===== config.mk =====
export PLATFORM = sky130hd
export DESIGN_NAME = cfm_monitor
export DESIGN_NICKNAME = d
export VERILOG_FILES = /design/src/hw/cfm_pkg.sv /design/src/hw/cfm_window_timer.sv /design/src/hw/cfm_monitor.sv
export SDC_FILE = /design/constraint.sdc
export NUM_CORES = 1
export LEC_CHECK = 0
export ABC_AREA = 1
export BUFFER_PORTS_ARGS = -buffer_cell sky130_fd_sc_hd__clkbuf_2
export CAP_MARGIN = 20
export CORE_ASPECT_RATIO = 2
export CORE_MARGIN = 2
export CORE_UTILIZATION = 53
export CTS_BUF_LIST = sky130_fd_sc_hd__clkbuf_8 sky130_fd_sc_hd__clkbuf_16
export CTS_CLUSTER_DIAMETER = 150
export DETAILED_ROUTE_END_ITERATION = 6
export GPL_TIMING_DRIVEN = 0
export PLACE_DENSITY = 0.69
export SKIP_CTS_REPAIR_TIMING = 1
export SLEW_MARGIN = 20
export SYNTH_ARGS = -nofsm -noshare
export SYNTH_HDL_FRONTEND = slang
export SYNTH_HIERARCHICAL = 1
export SYNTH_SLANG_ARGS = --single-unit
export TNS_END_PERCENT = 30

===== constraint.sdc =====
create_clock -name mclk_in -period 4.6 [get_ports mclk_in]
set_input_delay 0.46 -clock mclk_in [delete_from_list [all_inputs] [get_ports mclk_in]]
set_output_delay 0.46 -clock mclk_in [all_outputs]
set_load 0.02 [all_outputs]

===== src/hw/cfm_pkg.sv =====
// Package for the contact feedback monitor: timing constants, modes, lockout causes.
// Assumes a 50 MHz system clock on mclk_in.
`default_nettype none
package cfm_pkg;
  localparam int unsigned CLK_HZ = 50_000_000;
  // Contact timing windows in milliseconds
  localparam int unsigned CLOSE_WIN_MS = 250;
  localparam int unsigned LEGACY_WIN_MS = 200;
  localparam int unsigned MISMATCH_MS = 250;
  // Longest times round down to whole cycles
  localparam int unsigned CLOSE_WIN_CYC = (CLK_HZ / 1000) * CLOSE_WIN_MS;
  localparam int unsigned LEGACY_WIN_CYC = (CLK_HZ / 1000) * LEGACY_WIN_MS;
  localparam int unsigned MISMATCH_CYC = (CLK_HZ / 1000) * MISMATCH_MS;
  localparam int unsigned TMR_W = 24;

  typedef enum logic [1:0] {
    CFM_MODE_NONE = 2'b00,
    CFM_MODE_SINGLE = 2'b01,
    CFM_MODE_DUAL = 2'b10
  } cfm_mode_t;

  // Factory value of the configuration switch
  localparam logic CFG_SW_RESET = 1'b1;

  typedef enum logic [1:0] {
    CFM_ST_OFF = 2'b00,
    CFM_ST_ON = 2'b01,
    CFM_ST_LOCK = 2'b10
  } cfm_state_t;

  // Lockout cause flags
  typedef struct packed {
    logic slow_close_a;
    logic slow_close_b;
    logic slow_open_a;
    logic mismatch;
  } cfm_cause_t;
  localparam cfm_cause_t CAUSE_RESET = 4'h0;

  // Feedback inputs: high means contact closed
  typedef struct packed {
    logic a;
    logic b;
  } cfm_fb_t;
endpackage : cfm_pkg
`default_nettype wire


===== src/hw/cfm_window_timer.sv =====
// Window timer: counts while armed, flags expiry after a given cycle limit.
// Assumes limit is at least one cycle and fits in the counter width.
`default_nettype none
module cfm_window_timer #(
  parameter int unsigned W = 24
) (
  input wire logic mclk_in,
  input wire logic rst_in,
  input wire logic arm_in,
  input wire logic [W-1:0] limit_in,
  output logic expired_out
);
  import cfm_pkg::*;
  logic [W-1:0] cnt_reg;

  initial begin
    if (W < 2) $error("cfm_window_timer: width too small");
  end

  always_ff @(posedge mclk_in or posedge rst_in) begin
    if (rst_in) begin
      cnt_reg <= '0;
    end else if (!arm_in) begin
      cnt_reg <= '0;
    end else if (cnt_reg != limit_in) begin
      cnt_reg <= cnt_reg + 1'b1;
    end
  end

  // Expiry means the condition persisted longer than the limit
  assign expired_out = arm_in && (cnt_reg == limit_in);
endmodule : cfm_window_timer
`default_nettype wire


===== src/hw/cfm_monitor.sv =====
// Contact feedback monitor: gates reset and safety output turn-on on
// the forced-guided feedback contacts and locks out on timing faults.
// Assumes synchronous inputs, feedback high when contacts are closed.
`default_nettype none
// Operation
// RULE1 - Three modes: single-channel, dual-channel, or no monitoring, chosen by switches.
// RULE2 - Factory switch setting selects dual-channel monitoring.
// RULE3 - Installer wires both feedback inputs to match the selected mode.
// RULE4 - Monitored modes refuse reset and keep outputs off unless contacts are closed.
// RULE5 - Single-channel: feedback ignored while outputs are on.
// RULE6 - Single-channel: contacts must close within 250 ms after outputs turn off.
// RULE7 - Legacy single-channel: open within 200 ms of on, close within 200 ms of off.
// RULE8 - Dual-channel: both inputs changing together is always accepted.
// RULE9 - Dual-channel: inputs disagreeing over 250 ms cause lockout.
// RULE10 - Legacy dual-channel: each contact closes within 200 ms after outputs off.
// RULE11 - No monitoring: tie input A to B and choose the dual setting.
// RULE12 - Alternative no monitoring: single setting with input A held high.
// RULE13 - Auxiliary output available only in single-channel mode.
// RULE14 - Dual-channel diagnostics show which contact was slow or failed; code names a contact only for a legacy slow close, not on mismatch.
// RULE15 - Enabled auxiliary output mirrors the safety output state.
// RULE16 - Lockout holds outputs off until cleared, with its cause flagged.
module cfm_monitor #(
  parameter int unsigned CLOSE_CYC = cfm_pkg::CLOSE_WIN_CYC,
  parameter int unsigned LEGACY_CYC = cfm_pkg::LEGACY_WIN_CYC,
  parameter int unsigned MISM_CYC = cfm_pkg::MISMATCH_CYC
) (
  input wire logic mclk_in,
  input wire logic rst_in,
  input wire logic monitor_en_in,
  input wire logic dual_channel_setting_in,
  input wire logic legacy_variant_in,
  input wire logic run_request_in,
  input wire logic reset_request_in,
  input wire logic lockout_clear_in,
  input wire cfm_pkg::cfm_fb_t feedback_in,
  output logic [1:0] safety_output_pair_out,
  output logic aux_output_out,
  output logic aux_enabled_out,
  output logic lockout_out,
  output cfm_pkg::cfm_cause_t lockout_cause_out,
  output cfm_pkg::cfm_mode_t mode_out
);
  import cfm_pkg::*;

  initial begin
    if (CLOSE_CYC < 1 || CLOSE_CYC >= (1 << TMR_W)) $error("cfm_monitor: bad CLOSE_CYC");
    if (LEGACY_CYC < 1 || LEGACY_CYC >= (1 << TMR_W)) $error("cfm_monitor: bad LEGACY_CYC");
    if (MISM_CYC < 1 || MISM_CYC >= (1 << TMR_W)) $error("cfm_monitor: bad MISM_CYC");
  end

  cfm_state_t state_reg;
  cfm_state_t state_next;
  cfm_mode_t mode_reg;
  cfm_cause_t cause_reg;
  cfm_cause_t cause_next;
  logic sw_dual_reg;
  logic sw_mon_reg;
  logic strap_done_reg;
  logic [1:0] post_off_reg;
  logic post_on_reg;
  logic closed_ok;
  logic mismatch;
  logic close_arm_a;
  logic close_arm_b;
  logic open_arm;
  logic [TMR_W-1:0] close_lim;
  logic close_exp_a;
  logic close_exp_b;
  logic open_exp;
  logic mism_exp;
  logic fault;

  // Switches are caught on the first clock after reset release, since a
  // strap must not feed an asynchronous reset path.
  always_ff @(posedge mclk_in or posedge rst_in) begin
    if (rst_in) begin
      sw_dual_reg <= CFG_SW_RESET; // RULE2
      sw_mon_reg <= 1'b1;
      strap_done_reg <= 1'b0;
    end else if (!strap_done_reg) begin
      sw_dual_reg <= dual_channel_setting_in;
      sw_mon_reg <= monitor_en_in;
      strap_done_reg <= 1'b1;
    end
  end

  // Mode change only while outputs are off; a live swap could mask a fault
  always_ff @(posedge mclk_in or posedge rst_in) begin
    if (rst_in) begin
      mode_reg <= CFM_MODE_DUAL; // RULE2
    end else if (state_reg == CFM_ST_OFF) begin
      if (!sw_mon_reg) begin
        mode_reg <= CFM_MODE_NONE; // RULE1
      end else if (sw_dual_reg) begin
        mode_reg <= CFM_MODE_DUAL; // RULE1
      end else begin
        mode_reg <= CFM_MODE_SINGLE; // RULE1
      end
    end
  end

  // Input B is the auxiliary pin in single mode and is not read then
  always_comb begin
    case (mode_reg)
      CFM_MODE_SINGLE: closed_ok = feedback_in.a;
      CFM_MODE_DUAL: closed_ok = feedback_in.a && feedback_in.b;
      default: closed_ok = 1'b1;
    endcase
  end

  // Agreement of both inputs is never a mismatch fault, in any output state
  assign mismatch = (mode_reg == CFM_MODE_DUAL) && (feedback_in.a != feedback_in.b); // RULE8

  // Windows after turn-off, armed until the contact is seen closed
  assign close_arm_a = post_off_reg[0] && !feedback_in.a;
  assign close_arm_b = post_off_reg[1] && !feedback_in.b;
  assign close_lim = legacy_variant_in ? TMR_W'(LEGACY_CYC) : TMR_W'(CLOSE_CYC); // RULE7
  assign open_arm = post_on_reg && feedback_in.a;

  cfm_window_timer #(.W(TMR_W)) u_close_a (
    .mclk_in(mclk_in),
    .rst_in(rst_in),
    .arm_in(close_arm_a),
    .limit_in(close_lim),
    .expired_out(close_exp_a)
  );

  cfm_window_timer #(.W(TMR_W)) u_close_b (
    .mclk_in(mclk_in),
    .rst_in(rst_in),
    .arm_in(close_arm_b),
    .limit_in(TMR_W'(LEGACY_CYC)),
    .expired_out(close_exp_b)
  );

  cfm_window_timer #(.W(TMR_W)) u_open (
    .mclk_in(mclk_in),
    .rst_in(rst_in),
    .arm_in(open_arm),
    .limit_in(TMR_W'(LEGACY_CYC)),
    .expired_out(open_exp)
  );

  cfm_window_timer #(.W(TMR_W)) u_mism (
    .mclk_in(mclk_in),
    .rst_in(rst_in),
    .arm_in(mismatch),
    .limit_in(TMR_W'(MISM_CYC)),
    .expired_out(mism_exp)
  );

  // Track the post-transition windows per channel
  always_ff @(posedge mclk_in or posedge rst_in) begin
    if (rst_in) begin
      post_off_reg <= 2'b00;
      post_on_reg <= 1'b0;
    end else begin
      if (state_reg == CFM_ST_ON && state_next == CFM_ST_OFF) begin
        case (mode_reg)
          CFM_MODE_SINGLE: post_off_reg <= 2'b01; // RULE6
          CFM_MODE_DUAL: post_off_reg <= {legacy_variant_in, legacy_variant_in}; // RULE10
          default: post_off_reg <= 2'b00;
        endcase
      end else if (state_next != CFM_ST_OFF) begin
        post_off_reg <= 2'b00;
      end else begin
        if (feedback_in.a) post_off_reg[0] <= 1'b0;
        if (feedback_in.b) post_off_reg[1] <= 1'b0;
      end
      if (state_reg == CFM_ST_OFF && state_next == CFM_ST_ON) begin
        post_on_reg <= (mode_reg == CFM_MODE_SINGLE) && legacy_variant_in; // RULE7
      end else if (state_next != CFM_ST_ON || !feedback_in.a) begin
        post_on_reg <= 1'b0;
      end
    end
  end

  // Single mode checks no feedback while on except the legacy open window
  always_comb begin
    cause_next = cause_reg;
    cause_next.slow_close_a = cause_reg.slow_close_a | close_exp_a; // RULE6
    cause_next.slow_close_b = cause_reg.slow_close_b | close_exp_b; // RULE14
    cause_next.slow_open_a = cause_reg.slow_open_a | open_exp; // RULE7
    cause_next.mismatch = cause_reg.mismatch | mism_exp; // RULE9
  end
  assign fault = close_exp_a || close_exp_b || open_exp || mism_exp;

  always_comb begin
    state_next = state_reg;
    case (state_reg)
      CFM_ST_OFF: begin
        if (fault) begin
          state_next = CFM_ST_LOCK;
        end else if (reset_request_in && run_request_in && closed_ok) begin
          state_next = CFM_ST_ON; // RULE4
        end
      end
      CFM_ST_ON: begin
        if (fault) begin
          state_next = CFM_ST_LOCK;
        end else if (!run_request_in) begin
          state_next = CFM_ST_OFF;
        end
      end
      CFM_ST_LOCK: begin
        if (lockout_clear_in && !fault) begin
          state_next = CFM_ST_OFF; // RULE16
        end
      end
      default: state_next = CFM_ST_LOCK;
    endcase
  end

  always_ff @(posedge mclk_in or posedge rst_in) begin
    if (rst_in) begin
      state_reg <= CFM_ST_OFF;
    end else begin
      state_reg <= state_next;
    end
  end

  // A new fault in the clearing cycle wins over the clear
  always_ff @(posedge mclk_in or posedge rst_in) begin
    if (rst_in) begin
      cause_reg <= CAUSE_RESET;
    end else if (state_reg == CFM_ST_LOCK && state_next == CFM_ST_OFF) begin
      cause_reg <= CAUSE_RESET; // RULE16
    end else begin
      cause_reg <= cause_next; // RULE16
    end
  end

  always_ff @(posedge mclk_in or posedge rst_in) begin
    if (rst_in) begin
      safety_output_pair_out <= 2'b00;
      aux_output_out <= 1'b0;
      aux_enabled_out <= 1'b0;
    end else begin
      safety_output_pair_out <= (state_next == CFM_ST_ON) ? 2'b11 : 2'b00; // RULE16
      aux_enabled_out <= (mode_reg == CFM_MODE_SINGLE); // RULE13
      aux_output_out <= (mode_reg == CFM_MODE_SINGLE) && (state_next == CFM_ST_ON); // RULE15
    end
  end

  assign lockout_out = (state_reg == CFM_ST_LOCK);
  assign lockout_cause_out = cause_reg;
  assign mode_out = mode_reg;
endmodule : cfm_monitor
`default_nettype wire


==> results.cfg, run 1 <==
[flow_run]
cap_violations = 0

[critical_path]
crit_type = reg -> reg
r2r_slack_ps = 2010
crit_path_cell_trace = ha_1 -> nand2_1 -> inv_1 -> buf_2 -> nand2_1 -> nor2_1 -> nand4_1 -> nor2_2 -> and2_1 -> nor2_4 -> nand3_2 -> nor2_4 -> nand2_4 -> nand3_2 -> nand2_1 -> inv_1
critPathMaxFanout = 9
worst_setup_path_end_kind = flop
required_ps = 4930
cp_common_cell = nand2_1
critPathMaxStageDelay_ps = 550
crit_arrival_ps = 2920
rr_startpoint = mode_out[1]$_DFFE_PP1P_
cpMaxStageDelayCell = dfstp_2
worstSetupStartpointType = flop
crit_start = mode_out[1]$_DFFE_PP1P_

[final_layout]
drive_above_1_share_pct = 11.5
fillers = 2126
syn_to_final_growth_pct = 16.9
seq_area_sq_um = 2830
layout.nets = 2233
design_area_sq_um = 13000
diodes = 0
multi_input_area_sq_um = 7570

[synthesis]
synth_async_sr_flop_share_pct = 100
syn_area_sq_um = 11100
yosysWarnings = 6
yosysTopAreaCell = nand2_1
synth.area.top_cells = nand2_1, dfrtp_1, nand3_1
avgSynthCellArea_sq_um = 5.63
yosys_register_bits = 113
synth_edf_count = 0
synth_ff_type = dfrtp_1
synth_top_area_share_pct = 26.4
synth_most_common_cell = nand2_1
synthTopCellsByCount = nand2_1, inv_1, nor2_1
yosysUniqueCellTypes = 34
synth_cells = 1974
ys_seq_area_share_pct = 25.5

[timing]
worst_slack_ps = 2010
max_freq_mhz = 386
worst_pin_slew_ps = 697
post-route-period-util_pct = 56.3
slew_headroom_pct = 53.5
rsz0062_at_grt = false
fin_crit_ps = 2590
setup_viol = 0
hold_viol_final = 0
fin_tns_setup_ps = 0
whs_ps = 48.2
slew_violations = 0
skew_ps = 9.66

[floorplan]
die_w_microns = 106
coreArea_sq_um = 20700
num_io_pins = 21
start_util_pct = 53.6
rows = 75
die_height_microns = 209
dieArea_sq_um = 22200

[global_routing]
globalRouteOverflowTotal = 0
grt_usage_pct = 29.6
grt_antenna_before_repair = 0
grt_pass1_wl_mm = 52.5
grt_max_degree = 25
grt_pass1_vias = 11000

[clock_network]
cts_tree = yes
insertion_delay_ps = 430
cts_sinks = 113
clk_transition_reported_paths_ps = 60
clock_path_buffers = 2
h-tree-depth = 4
cts_inserted_buffers = 17
cts_root_buffer = clkbuf_16

[detailed_routing]
wl_per_cell_microns = 12.7
wirelength_mm = 31.7
vias = 11800
drc_errors = 0
viasPerCell = 4.73
drt_iter0_drc = 709
postRouteAntennaNets = 0
drt_first_pass_iters = 5

[placed_design]
hpwlAfterDp_mm = 24.1
place.gp.congestion = 0.956
port_buffers = 20
dp_slack_ps = 1840
placedInstanceArea_sq_um = 12300

[status]
outcome = finished, final reports clean

[pwr]
ir_drop_v = 0.000293
power_density_nw_per_um2 = 211
p_total_w = 0.00274
p_leak_nw = 7.47

[worst_hold_path]
hp-class = in -> async
routing by layer:
metal,vias to the layer above,global-route usage [%],share of wire (%)
li1,6290,-,-
met1,5171,36.6,43
met2,285,50.4,49
met3,78,3.62,4.5
met4,0,14.1,4.0
met5,-,0,0
worst max-delay path: cells and delay by family, from the launching register on:
kind	cells	cell delay [ps]
flops	1	550
fa+ha+maj	1	190
buf+inv	3	310
simple gates	12	1430
layout by cell type (no fill, tap or decap), drive strengths merged, types with 3 or more instances in the layout:
| master | n |
|---|---|
| clkinvlp | 3 |
| nand3b | 22 |
| xor2 | 17 |
| o21ai | 29 |
| nand2 | 828 |
| nor2 | 277 |
| nand3 | 225 |
| ha | 7 |
| clkbuf | 37 |
| dfrtp | 110 |
| xnor2 | 16 |
| conb | 201 |
| nand4 | 42 |
| or2 | 8 |
| inv | 332 |
| clkinv | 9 |
| nor3 | 7 |
| dfstp | 3 |
| buf | 40 |
| and2 | 8 |
kinds of logic (layout without fill, tap and decap cells):
kind of cell / after synthesis / in the layout / share of synthesized area [%]
AO/OA/AOI/OAI: 32 / 32 / 1.73
multiplexers: 2 / 2 / 0.203
AND/OR/NAND/NOR: 1418 / 1418 / 56.0
flip-flops: 113 / 113 / 25.5
other: 2 / 201 / 0.0676
buffers and inverters: 367 / 423 / 13.1
XOR/XNOR: 33 / 33 / 2.60
adder cells (fa/ha/maj): 7 / 7 / 0.788
final timing paths:
path                                                     end  cells past startpoint
setup / recovery              lockout_cause_out[2]$_DFF_PP0_                     16
hold / removal             u_close_b/cnt_reg[22]$_DFFE_PP0P_                      2
setup reg to reg              lockout_cause_out[2]$_DFF_PP0_                     16
hold reg to reg                      mode_out[1]$_DFFE_PP1P_                      2
max in group asynchronous          aux_enabled_out$_DFF_PP0_                      2
min in group mclk_in                 sw_dual_reg$_DFFE_PP1N_                      2
metrics by stage:
step           utilization (%)  cells
2_1_floorplan                -   2173
3_3_place_gp              59.3   2462
3_5_place_dp              59.3   2462
4_1_cts                   62.2   2494
5_1_grt                   62.7   2498
6_report                  62.7   2498
area by class of cell:
| class | count | area share (%) |
|---|---|---|
| Buffer | 36 | 1.68 |
| Clock buffer | 17 | 3.27 |
| Sequential cell | 113 | 21.8 |
| Timing Repair Buffer | 24 | 1.52 |
| Clock inverter | 15 | 1.35 |
| Inverter | 331 | 9.56 |
| Multi-Input combinational cell | 1693 | 58.2 |
| Tap cell | 269 | 2.59 |
report_power, final:
part / switching, W / internal, W
Combinational: 0.000236 / 0.000107
Sequential: 0.0000139 / 0.00101
Clock: 0.000555 / 0.000813
Total: 0.000805 / 0.00193
Note: power is estimated with default switching activity, not from simulation.
==> inputs of run 2 (changes only) <==
--- a/config.mk
+++ b/config.mk
@@ -15,7 +15,7 @@
 export CTS_CLUSTER_DIAMETER = 150
 export DETAILED_ROUTE_END_ITERATION = 6
 export GPL_TIMING_DRIVEN = 0
-export PLACE_DENSITY = 0.69
+export PLACE_DENSITY = 0.72
 export SKIP_CTS_REPAIR_TIMING = 1
 export SLEW_MARGIN = 20
 export SYNTH_ARGS = -nofsm -noshare
==> constraint.sdc (replaced) <==
create_clock -name mclk_in -period 2.14 [get_ports mclk_in]
set_input_delay 0.214 -clock mclk_in [delete_from_list [all_inputs] [get_ports mclk_in]]
set_output_delay 0.214 -clock mclk_in [all_outputs]
set_load 0.02 [all_outputs]
==> run 2 against run 1 <==
Net effect: the flow now finishes with violations (negative hold slack, negative setup slack); non-clock buffer count is 6 higher; sequential share of layout area is 0.096 points lower; wire length is 3.5% lower; flip-flop and latch count stayed put; critical path depth is 1 lower; combinational power is 120% higher; final area is 0.44% higher; core utilization is 0.28 points higher; first-iteration DRC count is 26% higher; clock power is 110% higher; clock skew is 1.9 ps higher; register-to-register slack worse by 2000 ps; critical path type unchanged; highest routed layer unchanged.
==> results.cfg, run 2 (synthesis gave the netlist of run 1 again) <==
[status]
outcome = complete, but fails checks
violations = negative hold slack, negative setup slack

[detailed_routing]
viasPerCell = 4.72
vias = 11800
wirelength_mm = 30.5
drc_errors = 0
drt_iter0_drc = 894
wl_per_cell_microns = 12.2
drt_first_pass_iters = 6
postRouteAntennaNets = 0

[critical_path]
crit_arrival_ps = 2490
worst_setup_path_end_kind = flop
required_ps = 2480
worstSetupStartpointType = flop
rr_worst_depth = 15
r2r_slack_ps = -20
critPathMaxFanout = 9
crit_type = reg -> reg

[pwr]
p_total_w = 0.00584
power_density_nw_per_um2 = 448
p_leak_nw = 7.50
ir_drop_v = 0.000682

[global_routing]
grt_antenna_before_repair = 0
grt_pass1_wl_mm = 51.8
globalRouteOverflowTotal = 0
grt_max_degree = 25
grt_usage_pct = 29.0
grt_pass1_vias = 10500

[placed_design]
placedInstanceArea_sq_um = 12300
place.gp.congestion = 0.948
port_buffers = 20
hpwlAfterDp_mm = 23.4

[final_layout]
drive_above_1_share_pct = 12.5
syn_to_final_growth_pct = 17.4
final_common_cell = nand2_1
diodes = 0
final_cell_mix = nand2_1, inv_1, nor2_1
layout.nets = 2239
design_area_sq_um = 13100
utilization_pct = 63.0

[timing]
rsz0062_at_grt = true
slew_violations = 0
post-route-period-util_pct = 101
slew_headroom_pct = 56.3
hold_viol_final = 97
setup_viol = 4
fin_crit_ps = 2160
max_freq_mhz = 464
skew_ps = 11.5
whs_ps = -39.1
worst_pin_slew_ps = 655
worst_slack_ps = -17.0

[floorplan]
num_io_pins = 21
dieArea_sq_um = 22200
coreArea_sq_um = 20700
die_w_microns = 106
rows = 75
start_util_pct = 53.6
die_height_microns = 209

[clock_network]
h-tree-depth = 4
cts_sinks = 113
insertion_delay_ps = 440
cts_inserted_buffers = 17
clk_transition_reported_paths_ps = 60
clock_path_buffers = 2
cts_tree = yes
cts_root_buffer = clkbuf_16

[worst_hold_path]
hp-class = in -> async

[flow_run]
cap_violations = 0
## run 2: cell types whose count changed in the layout (fill, tap and decap cells not counted), sizes merged
cell,change
clkinvlp,-2
buf,+3
clkinv,+1
dlygate4sd3,+1
clkbuf,+2
inv,+1
## run 2: power breakdown
group	internal [W]	leakage, nW	switching, W	total, W
Combinational	0.000252	5.65	0.000518	0.000770
Clock	0.00172	0.289	0.00115	0.00287
Sequential	0.00218	1.56	0.0000275	0.00220
## run 2: worst paths after layout
path | startpoint | end
max in group asynchronous | rst_in | lockout_cause_out[2]$_DFF_PP0_
min in group mclk_in | dual_channel_setting_in | sw_dual_reg$_DFFE_PP1N_
min reg2reg | sw_dual_reg$_DFFE_PP1N_ | mode_out[1]$_DFFE_PP1P_
max | post_off_reg[1]$_DFFE_PP0P_ | lockout_cause_out[0]$_DFF_PP0_
max reg2reg | post_off_reg[1]$_DFFE_PP0P_ | lockout_cause_out[0]$_DFF_PP0_
min | rst_in | u_mism/cnt_reg[13]$_DFFE_PP0P_
## run 2: metrics by stage
step / setup slack (ps) / setup TNS, ps / instances / hold WS (ps)
floorplan: 17.1 / 0 / 2173 / 138
global placement: -344 / -2900 / 2462 / 450
detailed placement: -325 / -2490 / 2462 / 450
CTS: -346 / -2840 / 2494 / -25.0
global route: -130 / -897 / 2504 / 10.5
finish: -17.0 / -33.2 / 2504 / -39.1
## run 2: cell type report
class	instances	area (sq um)
fillers	2101	7680
multi-input cells	1693	7650
flip-flops and latches	113	2830
inverters	331	1240
clock buffers	17	425
well taps	269	337
plain buffers	36	235
repair buffers	30	178
clock inverters	15	160
## run 2: routing by layer
| layer | GRT usage, % | vias to the layer above | routed length [microns] |
|---|---|---|---|
| met5 | 0 | - | 0 |
| met4 | 9.21 | 0 | 547 |
| met1 | 44.7 | 5152 | 15000 |
| li1 | - | 6297 | - |
| met3 | 4.46 | 39 | 2100 |
| met2 | 41.4 | 341 | 12900 |
## run 2: worst max-delay path, cell delays in order (launching register included)
cell and delay [ps]:
dfrtp_1 330, inv_1 40, nor2_2 190, buf_6 200
nand2_1 70, nor2_1 140, nand4_1 170, nor2_4 180
and2_2 250, nor2_2 70, nand3_2 80, nor2_4 40
nand2_4 80, nand3_4 90, nand2_1 80, inv_1 40
==> inputs of run 3 (changes only) <==
--- a/config.mk
+++ b/config.mk
@@ -16,6 +16,7 @@
 export DETAILED_ROUTE_END_ITERATION = 6
 export GPL_TIMING_DRIVEN = 0
 export PLACE_DENSITY = 0.72
+export SETUP_SLACK_MARGIN = 0.3
 export SKIP_CTS_REPAIR_TIMING = 1
 export SLEW_MARGIN = 20
 export SYNTH_ARGS = -nofsm -noshare
==> run 3 against run 2 <==
Net effect: wire length is 3.4% higher; the flow finishes with violations (negative setup slack); critical endpoint is now lockout_cause_out[2]$_DFF_PP0_; largest cell class unchanged; clock skew hardly changed; sequential share of layout area is 0.58 points lower; largest power group unchanged; first-iteration DRC count is 0.22% lower.
==> results.cfg, run 3 (synthesis gave the netlist of run 1 again) <==
[clock_network]
insertion_delay_ps = 440
cts_sinks = 113
cts_inserted_buffers = 17
cts_tree = yes
h-tree-depth = 4
cts_root_buffer = clkbuf_16
clk_transition_reported_paths_ps = 60
clock_path_buffers = 2

[pwr]
p_leak_nw = 7.61
clockPowerShare_pct = 50.5
power_density_nw_per_um2 = 450
seqPwrFrac_pct = 36.4
combPwrFrac_pct = 13.0
ir_drop_v = 0.000589
swShare_pct = 27.2
internal_power_w = 0.00441
power_switching_w = 0.00164

[final_layout]
syn_to_final_growth_pct = 20.9
final_common_cell = nand2_1
layout.nets = 2247
layoutNonFillerInstCount = 2512
multi_input_area_sq_um = 7820
seq_area_sq_um = 2840
diodes = 0
final_cell_mix = nand2_1, inv_1, nor2_1
fillers = 2020
drive_above_1_share_pct = 14.4

[global_routing]
grt_usage_pct = 28.9
globalRouteOverflowTotal = 0
grt_max_degree = 25
grt_pass1_wl_mm = 51.4
grt_antenna_before_repair = 0
grt_pass1_vias = 10700

[status]
violations = negative setup slack
outcome = complete, but fails checks

[timing]
rsz0062_at_grt = true
hold_viol_final = 0
max_freq_mhz = 464
post-route-period-util_pct = 101
worst_slack_ps = -16.7
slew_headroom_pct = 38.1
slew_violations = 0
skew_ps = 11.9
setup_viol = 4
fin_crit_ps = 2160
whs_ps = 12.6
worst_pin_slew_ps = 923

[placed_design]
hpwlAfterDp_mm = 23.6
place.detailed.instances = 2462
port_buffers = 20
place.gp.congestion = 0.977

[detailed_routing]
wirelength_mm = 31.6
vias = 12000
drc_errors = 0
postRouteAntennaNets = 0
drt_first_pass_iters = 5
viasPerCell = 4.78
wl_per_cell_microns = 12.6
drt_iter0_drc = 892

[worst_hold_path]
min_path_cells = 2
holdPathEnd = sw_mon_reg$_DFFE_PP1N_
holdCritStartpoint = monitor_en_in
hp-class = in -> reg

[floorplan]
start_util_pct = 53.6
dieArea_sq_um = 22200
die_w_microns = 106
coreArea_sq_um = 20700
die_height_microns = 209
num_io_pins = 21
rows = 75

[critical_path]
worstSetupStartpointType = flop
worst_setup_path_end_kind = flop
required_ps = 2470
critPathMaxFanout = 6
crit_type = reg -> reg
crit_arrival_ps = 2490
rr_startpoint = mode_out[1]$_DFFE_PP1P_
r2r_end = lockout_cause_out[2]$_DFF_PP0_
r2r_slack_ps = -20
rr_worst_depth = 16

[flow_run]
cap_violations = 0
==> run 3: cell count changes in the layout (fill, tap and decap cells not counted), sizes merged <==
cell,delta
clkinv,-5
clkbuf,+10
buf,+3
clkinvlp,+3
bufinv,+1
inv,-4
==> run 3: area by class of cell <==
type | instances | share of cell area [%]
multi-input combinational | 1693 | 58.2
sequential | 113 | 21.1
inverter | 331 | 9.27
clock buffer | 22 | 3.68
tap | 269 | 2.50
timing repair buffer | 38 | 2.23
buffer | 36 | 2.06
clock inverter | 10 | 0.996
==> run 3: critical path: stages (launching register included) <==
cell and delay [ps]:
dfstp_2 550, ha_4 140, nand2_2 50, inv_2 50, buf_6 110, nand2_4 50, nor2_4 90, nand4_1 180
nor2_4 150, and2_4 180, nor2_4 40, nand3_2 70, nor2_4 40, nand2_4 100, nand3_4 110, nand2_2 100
inv_2 30
==> run 3: metal layers <==
layer | vias up | GRT usage, % | share of wire (%)
met2 | 351 | 47.2 | 48
met5 | - | 0 | 0
li1 | 6320 | - | -
met3 | 63 | 3.96 | 4.8
met4 | 0 | 12.0 | 3.1
met1 | 5263 | 38.2 | 45
==> run 3: worst max path at each step <==
| stage | start | endpoint | slack, ps | cells after the start |
|---|---|---|---|---|
| after global placement | legacy_variant_in | lockout_cause_out[1]$_DFF_PP0_ | -300 | 16 |
| final | mode_out[1]$_DFFE_PP1P_ | lockout_cause_out[2]$_DFF_PP0_ | -20 | 16 |
| after global routing | mode_out[1]$_DFFE_PP1P_ | lockout_cause_out[3]$_DFF_PP0_ | -120 | 16 |
| after floorplan | mode_out[1]$_DFFE_PP1P_ | lockout_cause_out[0]$_DFF_PP0_ | 70 | 16 |
| after CTS | mode_out[1]$_DFFE_PP1P_ | lockout_cause_out[2]$_DFF_PP0_ | -290 | 16 |
| after detailed placement | legacy_variant_in | lockout_cause_out[0]$_DFF_PP0_ | -360 | 16 |
==> run 3: through the flow <==
step | total power, W | util (%) | setup WS, ps | setup TNS [ps] | cell area [sq um]
after floorplan | 0.00279 | - | 65.6 | 0 | 11900
after global placement | 0.00294 | 59.4 | -300 | -3340 | 12300
after detailed placement | 0.00295 | 59.4 | -361 | -3720 | 12300
after CTS | 0.00603 | 62.4 | -290 | -2890 | 12900
after global routing | 0.00630 | 64.8 | -117 | -595 | 13400
final | 0.00605 | 64.8 | -16.7 | -48.4 | 13400
==> run 3: power groups by stage <==
stage / sequential, W / clock [W] / combinational (W)
after floorplan: 0.00226 / 0 / 0.000528
after global placement: 0.00224 / 0 / 0.000700
after detailed placement: 0.00224 / 0 / 0.000706
after CTS: 0.00220 / 0.00312 / 0.000708
after global routing: 0.00221 / 0.00319 / 0.000903
final: 0.00220 / 0.00306 / 0.000789
